<file path="config.mk">
export PLATFORM = sky130hd
export DESIGN_NAME = cpg_top
export DESIGN_NICKNAME = d
export VERILOG_FILES = /design/src/logic/cpg_pkg.sv /design/src/logic/cpg_ram_if.sv /design/src/logic/cpg_pattern_ram.sv /design/src/logic/cpg_top.sv
export VERILOG_INCLUDE_DIRS = /design/src /design/src/logic
export SDC_FILE = /design/constraint.sdc
export NUM_CORES = 1
export LEC_CHECK = 0
export ABC_AREA = 1
export BUFFER_PORTS_ARGS = -buffer_cell sky130_fd_sc_hd__buf_2
export CAP_MARGIN = 20
export CELL_PAD_IN_SITES_DETAIL_PLACEMENT = 1
export CELL_PAD_IN_SITES_GLOBAL_PLACEMENT = 2
export CORE_UTILIZATION = 30
export DETAILED_ROUTE_END_ITERATION = 8
export GPL_TIMING_DRIVEN = 0
export PLACE_DENSITY = 0.63
export REMOVE_ABC_BUFFERS = 1
export SLEW_MARGIN = 20
export SYNTH_ARGS = -nofsm -noshare
export SYNTH_HDL_FRONTEND = slang
export SYNTH_HIERARCHICAL = 1
export SYNTH_SLANG_ARGS = --single-unit
</file>
<file path="constraint.sdc">
create_clock -name clk -period 2.29 [get_ports clk]
set_input_delay 0.1145 -clock clk [delete_from_list [all_inputs] [get_ports clk]]
set_output_delay 0.1145 -clock clk [all_outputs]
set_load 0.01 [all_outputs]
</file>
<file path="src/logic/cpg_defines.svh">
// constants for the character pattern generator
`ifndef CPG_DEFINES_SVH
`define CPG_DEFINES_SVH
`define CPG_RAM_DEPTH 64
`define CPG_RAM_AW 6
`define CPG_ROM_N57 160
`define CPG_ROM_N510 32
`define CPG_ROW_LAST_510 4'ha
`define CPG_DOT_W 5
`define CPG_AC_RST 7'h00
`endif

</file>
<file path="src/logic/cpg_pkg.sv">
// types for the character pattern generator
package cpg_pkg;
	typedef enum logic [0:0] {
		CPG_FONT_5X7 = 1'b0,
		CPG_FONT_5X10 = 1'b1
	} cpg_font_e;
	typedef enum logic [1:0] {
		CPG_ST_IDLE = 2'b00,
		CPG_ST_WRITE = 2'b01,
		CPG_ST_READ = 2'b10
	} cpg_state_e;
endpackage

</file>
<file path="src/logic/cpg_ram_if.sv">
// port bundle between the top and the user pattern memory
interface cpg_ram_if;
	logic we;
	logic [5:0] addr;
	logic [7:0] wdata;
	logic [7:0] rdata;
	modport ctrl (output we, output addr, output wdata, input rdata);
	modport mem (input we, input addr, input wdata, output rdata);
endinterface

</file>
<file path="src/logic/cpg_pattern_ram.sv">
// user pattern memory, 64 bytes, registered read data
`include "cpg_defines.svh"
module cpg_pattern_ram #(
	parameter int DEPTH = `CPG_RAM_DEPTH
) (
	input wire logic clk,
	cpg_ram_if.mem port_i
);
	logic [7:0] mem_q [DEPTH];
	// all eight bits stored, so bits 5 to 7 remain usable as plain data
	always_ff @(posedge clk) begin
		if (port_i.we) begin
			mem_q[port_i.addr] <= port_i.wdata;
		end
		port_i.rdata <= mem_q[port_i.addr];
	end
endmodule // cpg_pattern_ram

</file>
<file path="src/logic/cpg_top.sv">
// character pattern generator: fixed rom, user ram, host access and refresh lookup
`include "cpg_defines.svh"
// Contract
// fixed rom maps 8-bit code to 160 5x7 or 32 5x10 patterns
// rom code in display ram shows that rom pattern at its position
// user ram holds 64 bytes: eight 5x7 or four 5x10 characters
// upper four code bits zero select user ram instead of rom
// 5x7 font: ram address bits 0-2 select the dot row
// host data bus bit n maps to ram data bit n
// ram bit high lights a dot, low leaves it dark
// address counter steps by one after each host ram write
// only bits 0-4 drive dots; bits 5-7 stored and readable
// 5x10 font: ram address bits 0-3 select the dot row
// 5x10 rows 0-a shown; rows b-f hidden but readable
// 5x7 font ignores code bit 3 for user patterns
// 5x7 font: code bits 0-2 become ram address bits 3-5
// 5x10 font ignores code bits 0 and 3
// 5x10 font: code bits 1-2 become ram address bits 4-5
// host should clear the row whose address bits 0-2 are ones for cursor
// host sets direction, then address, then writes rows one byte each
// counter also steps after host reads of user or display ram
// font setting selects 5x7 or 5x10 mapping for rom and ram
// lookup returns five dots; refresh has priority over host access
module cpg_top #(
	parameter int ROM_N57 = `CPG_ROM_N57,
	parameter int ROM_N510 = `CPG_ROM_N510
) (
	input wire logic clk,
	input wire logic rst,
	input wire logic font_10,
	input wire logic dir_inc,
	input wire logic ac_load,
	input wire logic [6:0] ac_value,
	input wire logic host_wr,
	input wire logic host_rd,
	input wire logic host_sel_ram,
	input wire logic [7:0] host_data_bus,
	input wire logic disp_req,
	input wire logic [7:0] display_code_ram,
	input wire logic [3:0] disp_row,
	output logic [6:0] ac_q,
	output logic [7:0] host_rdata_q,
	output logic host_rvalid_q,
	output logic host_busy_q,
	output logic ac_step_q,
	output logic [4:0] dots_q,
	output logic dots_valid_q
);
	cpg_ram_if ram_port();
	cpg_pkg::cpg_state_e st_q;
	cpg_pkg::cpg_font_e font;
	logic [7:0] hwdata_q;
	logic hsel_q;
	logic [5:0] raddr;
	logic [5:0] ref_addr;
	logic [4:0] rom_dots;
	logic code_is_user;
	logic row_shown;
	logic user_q;
	logic shown_q;
	logic ref_pend_q;
	logic [4:0] rom_q;
	logic host_gnt;
	logic host_step;
	logic ram_rd_gnt;

	cpg_pattern_ram u_ram (
		.clk(clk),
		.port_i(ram_port.mem)
	);

	assign font = font_10 ? cpg_pkg::CPG_FONT_5X10 : cpg_pkg::CPG_FONT_5X7;

	// refresh address build; code bits unused by a font are dropped here
	always_comb begin
		code_is_user = (display_code_ram[7:4] == 4'h0);
		if (font == cpg_pkg::CPG_FONT_5X10) begin
			ref_addr = {display_code_ram[2:1], disp_row};
			row_shown = (disp_row <= `CPG_ROW_LAST_510);
		end else begin
			ref_addr = {display_code_ram[2:0], disp_row[2:0]};
			row_shown = (disp_row[3] == 1'b0);
		end
	end

	// host access waits for as long as refresh holds the single ram port
	assign host_gnt = !disp_req;

	// a granted pending access is also the moment the counter steps
	assign host_step = (st_q != cpg_pkg::CPG_ST_IDLE) && host_gnt;
	assign ram_rd_gnt = (st_q == cpg_pkg::CPG_ST_READ) && host_gnt && hsel_q;

	// ram port mux: refresh first, then the pending host operation
	always_comb begin
		raddr = ac_q[5:0];
		if (disp_req) begin
			raddr = ref_addr;
		end
		ram_port.addr = raddr;
		ram_port.we = host_gnt && hsel_q && (st_q == cpg_pkg::CPG_ST_WRITE);
		ram_port.wdata = hwdata_q;
	end

	// fixed pattern rom; glyphs are a stand-in until the real table is dropped in
	always_comb begin
		rom_dots = rom_pattern(display_code_ram, disp_row, font_10);
	end

	// seed per low code nibble, so neighbouring codes give distinct glyphs
	function automatic logic [4:0] glyph_seed(
		input logic [3:0] lo
	);
		logic [4:0] s;
		s = 5'h00;
		unique case (lo)
			4'h0: s = 5'h0e;
			4'h1: s = 5'h11;
			4'h2: s = 5'h1f;
			4'h3: s = 5'h04;
			4'h4: s = 5'h0a;
			4'h5: s = 5'h15;
			4'h6: s = 5'h1b;
			4'h7: s = 5'h06;
			4'h8: s = 5'h0c;
			4'h9: s = 5'h18;
			4'ha: s = 5'h03;
			4'hb: s = 5'h13;
			4'hc: s = 5'h19;
			4'hd: s = 5'h07;
			4'he: s = 5'h1c;
			4'hf: s = 5'h09;
		endcase
		return s;
	endfunction

	// row mask; rows past 6 (5x7) or past a (5x10) stay dark, so the 5x7 cursor row is free
	function automatic logic [4:0] row_shape(
		input logic [3:0] row,
		input logic big
	);
		logic [4:0] m;
		m = 5'h00;
		unique case (row)
			4'h0: m = 5'h1f;
			4'h1: m = 5'h11;
			4'h2: m = 5'h1b;
			4'h3: m = 5'h15;
			4'h4: m = 5'h0e;
			4'h5: m = 5'h1d;
			4'h6: m = 5'h17;
			4'h7: m = 5'h0f;
			4'h8: m = 5'h1e;
			4'h9: m = 5'h13;
			4'ha: m = 5'h19;
			default: m = 5'h00;
		endcase
		if (!big && (row > 4'h6)) begin
			m = 5'h00;
		end
		return m;
	endfunction

	// codes outside the rom range of the chosen font give a dark cell
	function automatic logic [4:0] rom_pattern(
		input logic [7:0] code,
		input logic [3:0] row,
		input logic big
	);
		logic [7:0] idx;
		logic [4:0] pat;
		idx = code - 8'h10;
		pat = 5'h00;
		if (!big && (int'(idx) < ROM_N57)) begin
			pat = (glyph_seed(code[3:0]) ^ {code[7:4], 1'b0}) & row_shape(row, big);
		end else if (big && (int'(code[7:3]) >= 5'h1c) && (int'(code[4:0]) < ROM_N510)) begin
			pat = (glyph_seed(code[3:0]) ^ {code[4], 4'h0}) & row_shape(row, big);
		end
		return pat;
	endfunction

	// host sequencer: write and read take one ram cycle when granted
	always_ff @(posedge clk or posedge rst) begin
		if (rst) begin
			st_q <= cpg_pkg::CPG_ST_IDLE;
		end else begin
			unique case (st_q)
				cpg_pkg::CPG_ST_IDLE: begin
					if (host_wr) begin
						st_q <= cpg_pkg::CPG_ST_WRITE;
					end else if (host_rd) begin
						st_q <= cpg_pkg::CPG_ST_READ;
					end
				end
				cpg_pkg::CPG_ST_WRITE, cpg_pkg::CPG_ST_READ: begin
					if (host_gnt) begin
						st_q <= cpg_pkg::CPG_ST_IDLE;
					end
				end
				default: st_q <= cpg_pkg::CPG_ST_IDLE;
			endcase
		end
	end

	// request capture: only a request taken while idle may change data or target
	always_ff @(posedge clk or posedge rst) begin
		if (rst) begin
			hwdata_q <= 8'h00;
			hsel_q <= 1'b0;
		end else if ((st_q == cpg_pkg::CPG_ST_IDLE) && (host_wr || host_rd)) begin
			hsel_q <= host_sel_ram;
			if (host_wr) begin
				hwdata_q <= host_data_bus;
			end
		end
	end

	// busy while an operation is pending
	always_ff @(posedge clk or posedge rst) begin
		if (rst) begin
			host_busy_q <= 1'b0;
		end else begin
			host_busy_q <= (st_q == cpg_pkg::CPG_ST_IDLE) ? (host_wr || host_rd) : !host_gnt;
		end
	end

	// address counter: load, or step after every granted access
	always_ff @(posedge clk or posedge rst) begin
		if (rst) begin
			ac_q <= `CPG_AC_RST;
			ac_step_q <= 1'b0;
		end else begin
			ac_step_q <= 1'b0;
			if (ac_load) begin
				ac_q <= ac_value;
			end else if (host_step) begin
				ac_step_q <= 1'b1;
				ac_q <= dir_inc ? ac_q + 7'h01 : ac_q - 7'h01;
			end
		end
	end

	// ram read in flight: the word reaches the port one edge after the grant
	always_ff @(posedge clk or posedge rst) begin
		if (rst) begin
			ref_pend_q <= 1'b0;
		end else begin
			ref_pend_q <= ram_rd_gnt;
		end
	end

	// read data: ram word is taken the cycle it stands on the port
	always_ff @(posedge clk or posedge rst) begin
		if (rst) begin
			host_rvalid_q <= 1'b0;
			host_rdata_q <= 8'h00;
		end else begin
			host_rvalid_q <= 1'b0;
			if (ref_pend_q) begin
				host_rvalid_q <= 1'b1;
				host_rdata_q <= ram_port.rdata;
			end else if ((st_q == cpg_pkg::CPG_ST_READ) && host_gnt && !hsel_q) begin
				host_rvalid_q <= 1'b1; // display ram data is returned by the outside
				host_rdata_q <= display_code_ram;
			end
		end
	end

	// refresh pipeline stage one: remember source and rom pattern
	always_ff @(posedge clk or posedge rst) begin
		if (rst) begin
			user_q <= 1'b0;
			shown_q <= 1'b0;
			rom_q <= 5'h00;
		end else begin
			user_q <= code_is_user;
			shown_q <= row_shown;
			rom_q <= rom_dots;
		end
	end

	// dot flag: follows the request by one register stage; the lookup result at dots_q takes two
	always_ff @(posedge clk or posedge rst) begin
		if (rst) begin
			dots_valid_q <= 1'b0;
		end else begin
			dots_valid_q <= disp_req;
		end
	end

	// dot output: high bit lights a dot; hidden rows forced dark
	always_ff @(posedge clk or posedge rst) begin
		if (rst) begin
			dots_q <= 5'h00;
		end else if (user_q) begin
			dots_q <= shown_q ? ram_port.rdata[4:0] : 5'h00;
		end else begin
			dots_q <= rom_q;
		end
	end
endmodule // cpg_top

</file>
Word level (Yosys, flattened, before mapping)
Memories as Yosys holds them, arrays and structs flattened. A register that Yosys moved wholly into a read port is not among the register bits.
Cells that the tools add are included.
W data, S select, Z words.

cells by class
  add/subtract/negate cells = 3
  order comparisons = 4
  equality and inequality tests = 4
  multiplexer cells = 32
  bitwise operators = 5
  reductions and logical operators = 22

operator list
  operator               number
  $mux W5                12
  $mux W7                3
  $mux W8                2
  $and A5 B5 Y5          2
  $logic_and A1 B1 Y1    10
  $xor A5 B5 Y5          2
  $mux W1                9
  $lt A8 B8 Y1 const B   1
  $sub A8 B5 Y8 const B  1
  $add A7 B1 Y7 const B  1
  $sub A7 B1 Y7 const B  1
  $mux W2                3
  $mux W6                1
  $reduce_bool A2 Y1     3
  $ge A5 B5 Y1 const B   1
  $gt A4 B3 Y1 const B   1
  $le A4 B4 Y1 const B   1
  $logic_not A4 Y1       1
  $mux W4                1
  $pmux W2 S2            1
  $reduce_and A2 Y1      2
  $logic_not A1 Y1       3
  $ne A3 B3 Y1 const B   1
  $eq A2 B1 Y1 const B   1
  6 further kinds        6

storage, ports and cells
  register bits = 43
  bits in writable memories = 512
  memory bits (read-only) = 320
  output and inout port bits = 24
  memories kept = 5

memory list
  memory           words  width  rd ports  clocked after Yosys merged registers in  write ports  RTL line              text
  u_ram.mem_q      64     8      1         1                                        1            cpg_pattern_ram.sv:9  logic [7:0] mem_q [DEPTH];
  (no name shown)  16     5      1         0                                        0            cpg_top.sv:115        unique case (lo)
  (no name shown)  16     5      1         0                                        0            cpg_top.sv:143        unique case (row)
  (no name shown)  16     5      1         0                                        0            cpg_top.sv:115
  (no name shown)  16     5      1         0                                        0            cpg_top.sv:143

Depth between registers and ports, before layout
  depth after elaboration = 8
  mapped depth = 17

By module
Netlist, hierarchy kept.

modules (own cells, without submodules)
  module           instances  cells an instance  area an instance (µm²)  seq. area each (µm²)
  cpg_pattern_ram  1          2167               22044.9                 15534.9
  cpg_top          1          349                2736.4                  1076.0

Worst setup path before layout
Ideal clock, no wire load.

  kind = register -> register
  start point = register ac_q[3]
  end point = memory u_ram.mem_q[41][0] (enable)
  arrival = 2188 ps
  data required time = 1895 ps
  slack = -293 ps
  stages on the path, launching flop included = 8
  path buffers = 1
  cells stage by stage = dfrtp_1 -> inv_1 -> o21ai_0 -> buf_2 -> inv_2 -> nor3_2 -> inv_2 -> nor4_1

on the way
  word-level cells in the longest chain between the ends = 1

RTL lines
  what                    RTL line              text
  from (decl)             cpg_top.sv:41         output logic [6:0] ac_q,
  from (signal assigned)  cpg_top.sv:229        ac_q <= `CPG_AC_RST;
  from (signal assigned)  cpg_top.sv:234        ac_q <= ac_value;
  from (signal assigned)  cpg_top.sv:237        ac_q <= dir_inc ? ac_q + 7'h01 : ac_q - 7'h01;
  $mux W6                 cpg_top.sv:96         if (disp_req) begin
  via raddr[3]            cpg_top.sv:54         logic [5:0] raddr;
  to (decl)               cpg_pattern_ram.sv:9

The timed path passes the listed nets, and every way through them passes these cells.

Worst setup path after layout
  start point = register ac_q[0]
  end point = register u_ram.port_i.rdata[4], read port of u_ram.mem_q

on the way
  word-level cells in the longest chain between the ends = 1

RTL lines
  what          RTL line         text
  $mux W6       cpg_top.sv:96
  via raddr[0]  cpg_top.sv:54
  to (decl)     cpg_ram_if.sv:8  modport mem (input we, input addr, input wdata, output rdata);

The timed path passes the listed nets, and every way through them passes these cells.
A chain may end at the register's enable or synchronous reset.

==> flow_summary.toml <==
[route]
drc = 0
drtIter0Drc = 1063
wl_um = 85440
wl_per_cell_um = 21.68
viasPerCell = 4.719
postRouteAntennaNets = 0
route.vias.total = 18600
first_pass_iters = 6

[min_path]
min_from = "disp_row[2]"
holdPathEnd = "rom_q[0]"
hold_depth = 6
min-delay-path-class = "in2reg"

[logic_synthesis]
synth_area_sq_um = 24780
ys.flop_type = "edfxtp_1"
synthMuxAreaShare_pct = 0.3635
synth_seq_cells = 563
synthSimpleGateAreaFrac_pct = 26.21
synth.avg_cell_area_sq_um = 9.849
async_reset_ff_share_pct = 7.638
synth.area.top_cells = "edfxtp_1 (62%), nand2_1 (22%), dfrtp_1 (4.3%)"
synth_edf_count = 512
synth-compound-area-share_pct = 1.464
synthAdderAreaFrac_pct = 0.9896
seq_area_frac_synth_pct = 67.03
synth_top_area_share_pct = 62.04
synth_xor_area_share_pct = 0.1060
yosysWarnings = 6
synth_top_family_by_area = "simple AND/OR/NAND/NOR gates"
syn_inst = 2516
synth_top_area_cell = "edfxtp_1"
synth_cell_type_count = 44

[clocking]
cts_tree = "yes"
clock_sinks = 563
clkLatencyLatePin_ns = 0.61
numCtsBuffers = 66
clk_pin_slew_worst_paths_ns = 0.06
cts_root_buf = "clkbuf_16"
cts_buffer_depth = 3
htree_levels = 3

[setup_path]
crit_arrival_ns = 2.85
r2r_slack_ns = -0.08
r2r_cells = 18
cp.required_ns = 2.77
reg2reg_from = "ac_q[0]"
cp-start-kind = "flop"
critical_path_class = "reg2reg"
endpoint_kind = "flop"
cp_max_fo = 6
reg2reg_to = "u_ram/port_i.rdata[4]"

[die]
ios = 60
fp.dieW_um = 289.4
design.core.area_sq_um = 81850
fp.dieH_um = 289.4
row_count = 105
start_util_pct = 30.28
dieArea_sq_um = 83760

[global_route]
grt_util_met2_pct = 35.88
use_met1_pct = 26.39
grt_pass1_wl_um = 125200
antenna_found_initial = 1
grt_pass1_vias = 19260
grt_overflow_total = 0
grt_max_degree = 66
use_met3_pct = 2.614
track_usage_pct = 20.40
busiest_layer = "met2"

[timing]
slew_viol_final = 0
rsz0062_at_grt = "yes"
slew_headroom_pct = 48.68
finalCritPeriodShare_pct = 103.6
finalSetupViolCount = 24
tightest_slew_ns = 0.7698
max_freq_mhz = 421.4
fin_setup_tns_ns = -0.7084
fin_crit_ns = 2.373
setup_ws_ns = -0.08287
holdWs_ns = 0.06219
fin_skew_ns = 0.01742
hold_violations = 0

[final_layout]
nFillCells = 8951
drive_above_1_share_pct = 22.72
fin_nets = 2875
areaGrowthSynthToFinish_pct = 34.35
final_core_utilization_pct = 40.68

[run_status]
violations = "setup timing"
status = "finished, violations left"

[placed_design]
gp_congestion = 0.7672
dp_hpwl_um = 47510
numPortBuffers = 59

[run]
max-cap-violations = 0

[power]
vdd_ir_drop_max_v = 0.0005729
design_power_total_w = 0.03225
leakage_nw = 13.83
power_per_cell_area_nw_per_um2 = 968.6
## cells in the mapped netlist, types with 13 or more instances
library cell / instances
inv_2: 13
edfxtp_1: 512
inv_1: 64
clkbuf_1: 25
nand2_1: 1484
o21ai_1: 14
buf_2: 55
buf_6: 18
nand3_1: 52
ha_1: 18
nor2_1: 104
dfrtp_1: 43
o21ai_0: 18
## cell type report
| cell class | count | area, sq um | area share, % |
|---|---|---|---|
| Antenna cell | 1 | 2.502 | 0.007516 |
| Timing Repair inverter | 7 | 86.33 | 0.2593 |
| Timing Repair Buffer | 339 | 4395 | 13.20 |
| Clock buffer | 83 | 1800 | 5.408 |
| Tap cell | 1070 | 1339 | 4.021 |
| Multi-Input combinational cell | 1763 | 8337 | 25.04 |
| Inverter | 80 | 420.4 | 1.263 |
| Clock inverter | 35 | 269.0 | 0.8080 |
| Sequential cell | 563 | 16640 | 49.99 |
## worst max-delay path by stage
stage | startpoint | endpoint | slack, ns | cells past startpoint
after global placement | disp_req | u_ram/mem_q[41][3] | -63.06 | 5
after floorplan | disp_row[0] | u_ram/mem_q[41][0] | -23.93 | 4
after global routing | ac_q[0] | u_ram/port_i.rdata[1] | -0.15 | 18
final | ac_q[0] | u_ram/port_i.rdata[4] | -0.08 | 18
after detailed placement | disp_req | u_ram/mem_q[10][2] | -2.81 | 11
after CTS | ac_q[0] | u_ram/port_i.rdata[3] | -0.1 | 18
## metal layers
metal  vias to the layer above  share of wire [%]  routed length [um]
met5                         -                  0                   0
met4                         0                2.7                2327
met3                       122                3.1                2685
met2                       279                 50               42680
met1                      9418                 44               37750
li1                       8780                  -                   -
## repair_timing
action / CTS / global route
cloned: 21 / 6
buffers inserted: 158 / 23
pin swaps: 95 / 66
hold buffers: 47 / 0
resized for setup: 269 / 95
hold endpoints to repair: 78 / 0
setup endpoints to repair: 520 / 475
## where the power goes
part	internal, W	switching (W)	total (W)
sequential	0.0130	0.00100	0.0140
clock	0.00601	0.00422	0.0102
combinational	0.00287	0.00515	0.00802
## worst max-delay path, cell delays in order, from the launching register on
cell and delay, ns:
dfrtp_2 0.42, nand2_2 0.08, o21ai_4 0.10, buf_12 0.15, buf_16 0.12, buf_16 0.13
buf_16 0.13, buf_16 0.15, clkbuf_16 0.16, nand2_1 0.07, nand2_1 0.08, nand2_1 0.08
nand2_1 0.06, nand2_1 0.07, nand2_2 0.06, nand2_2 0.09, nand2_4 0.08, nor2_4 0.12
nand2_4 0.08
## cells in the final DEF (no fill, tap or decap), drive strengths merged
cell type    instances
a211oi               1
a21oi                8
a31oi                6
and2                 1
and3                 1
buf                278
bufbuf               9
bufinv               4
clkbuf              89
clkinv              35
clkinvlp            10
dfrtp               43
dfxtp                8
diode                1
dlygate4sd3         46
edfxtp             512
fa                   1
ha                  18
inv                 73
mux2                 8
nand2             1486
nand3               53
nand4                6
nor2               107
nor3                10
nor4                 2
o211ai               6
o21ai               32
o21bai               2
o221ai               1
o311ai               3
or2                  8
xnor2                1
xor2                 2
## registers in the layout, summed over array words and instances, names as in the netlist
register,flops
st_q,2
u_ram/port_i.rdata,8
shown_q,1
hwdata_q,8
ref_pend_q,1
ac_q,7
rom_q,5
u_ram/mem_q,512
dots_valid_q,1
host_busy_q,1
ac_step_q,1
user_q,1
hsel_q,1
host_rdata_q,8
host_rvalid_q,1
dots_q,5
## logic make-up after synthesis
kind of cell    count (synthesis)
simple gates                 1674
flops                         563
buf+inv                       190
compound gates                 59
fa+ha+maj                      19
mux                             8
xor+xnor                        3
## metrics by stage
stage	worst slack (ns)	area, sq um	std cells
after CTS	-0.09742	32690	3914
final	-0.08287	33290	3941
after global placement	-63.06	25770	3535
after floorplan	-23.93	24130	2406
after detailed placement	-2.805	26790	3572
after global routing	-0.1464	33290	3940
Note: power is estimated with default switching activity, not from simulation.
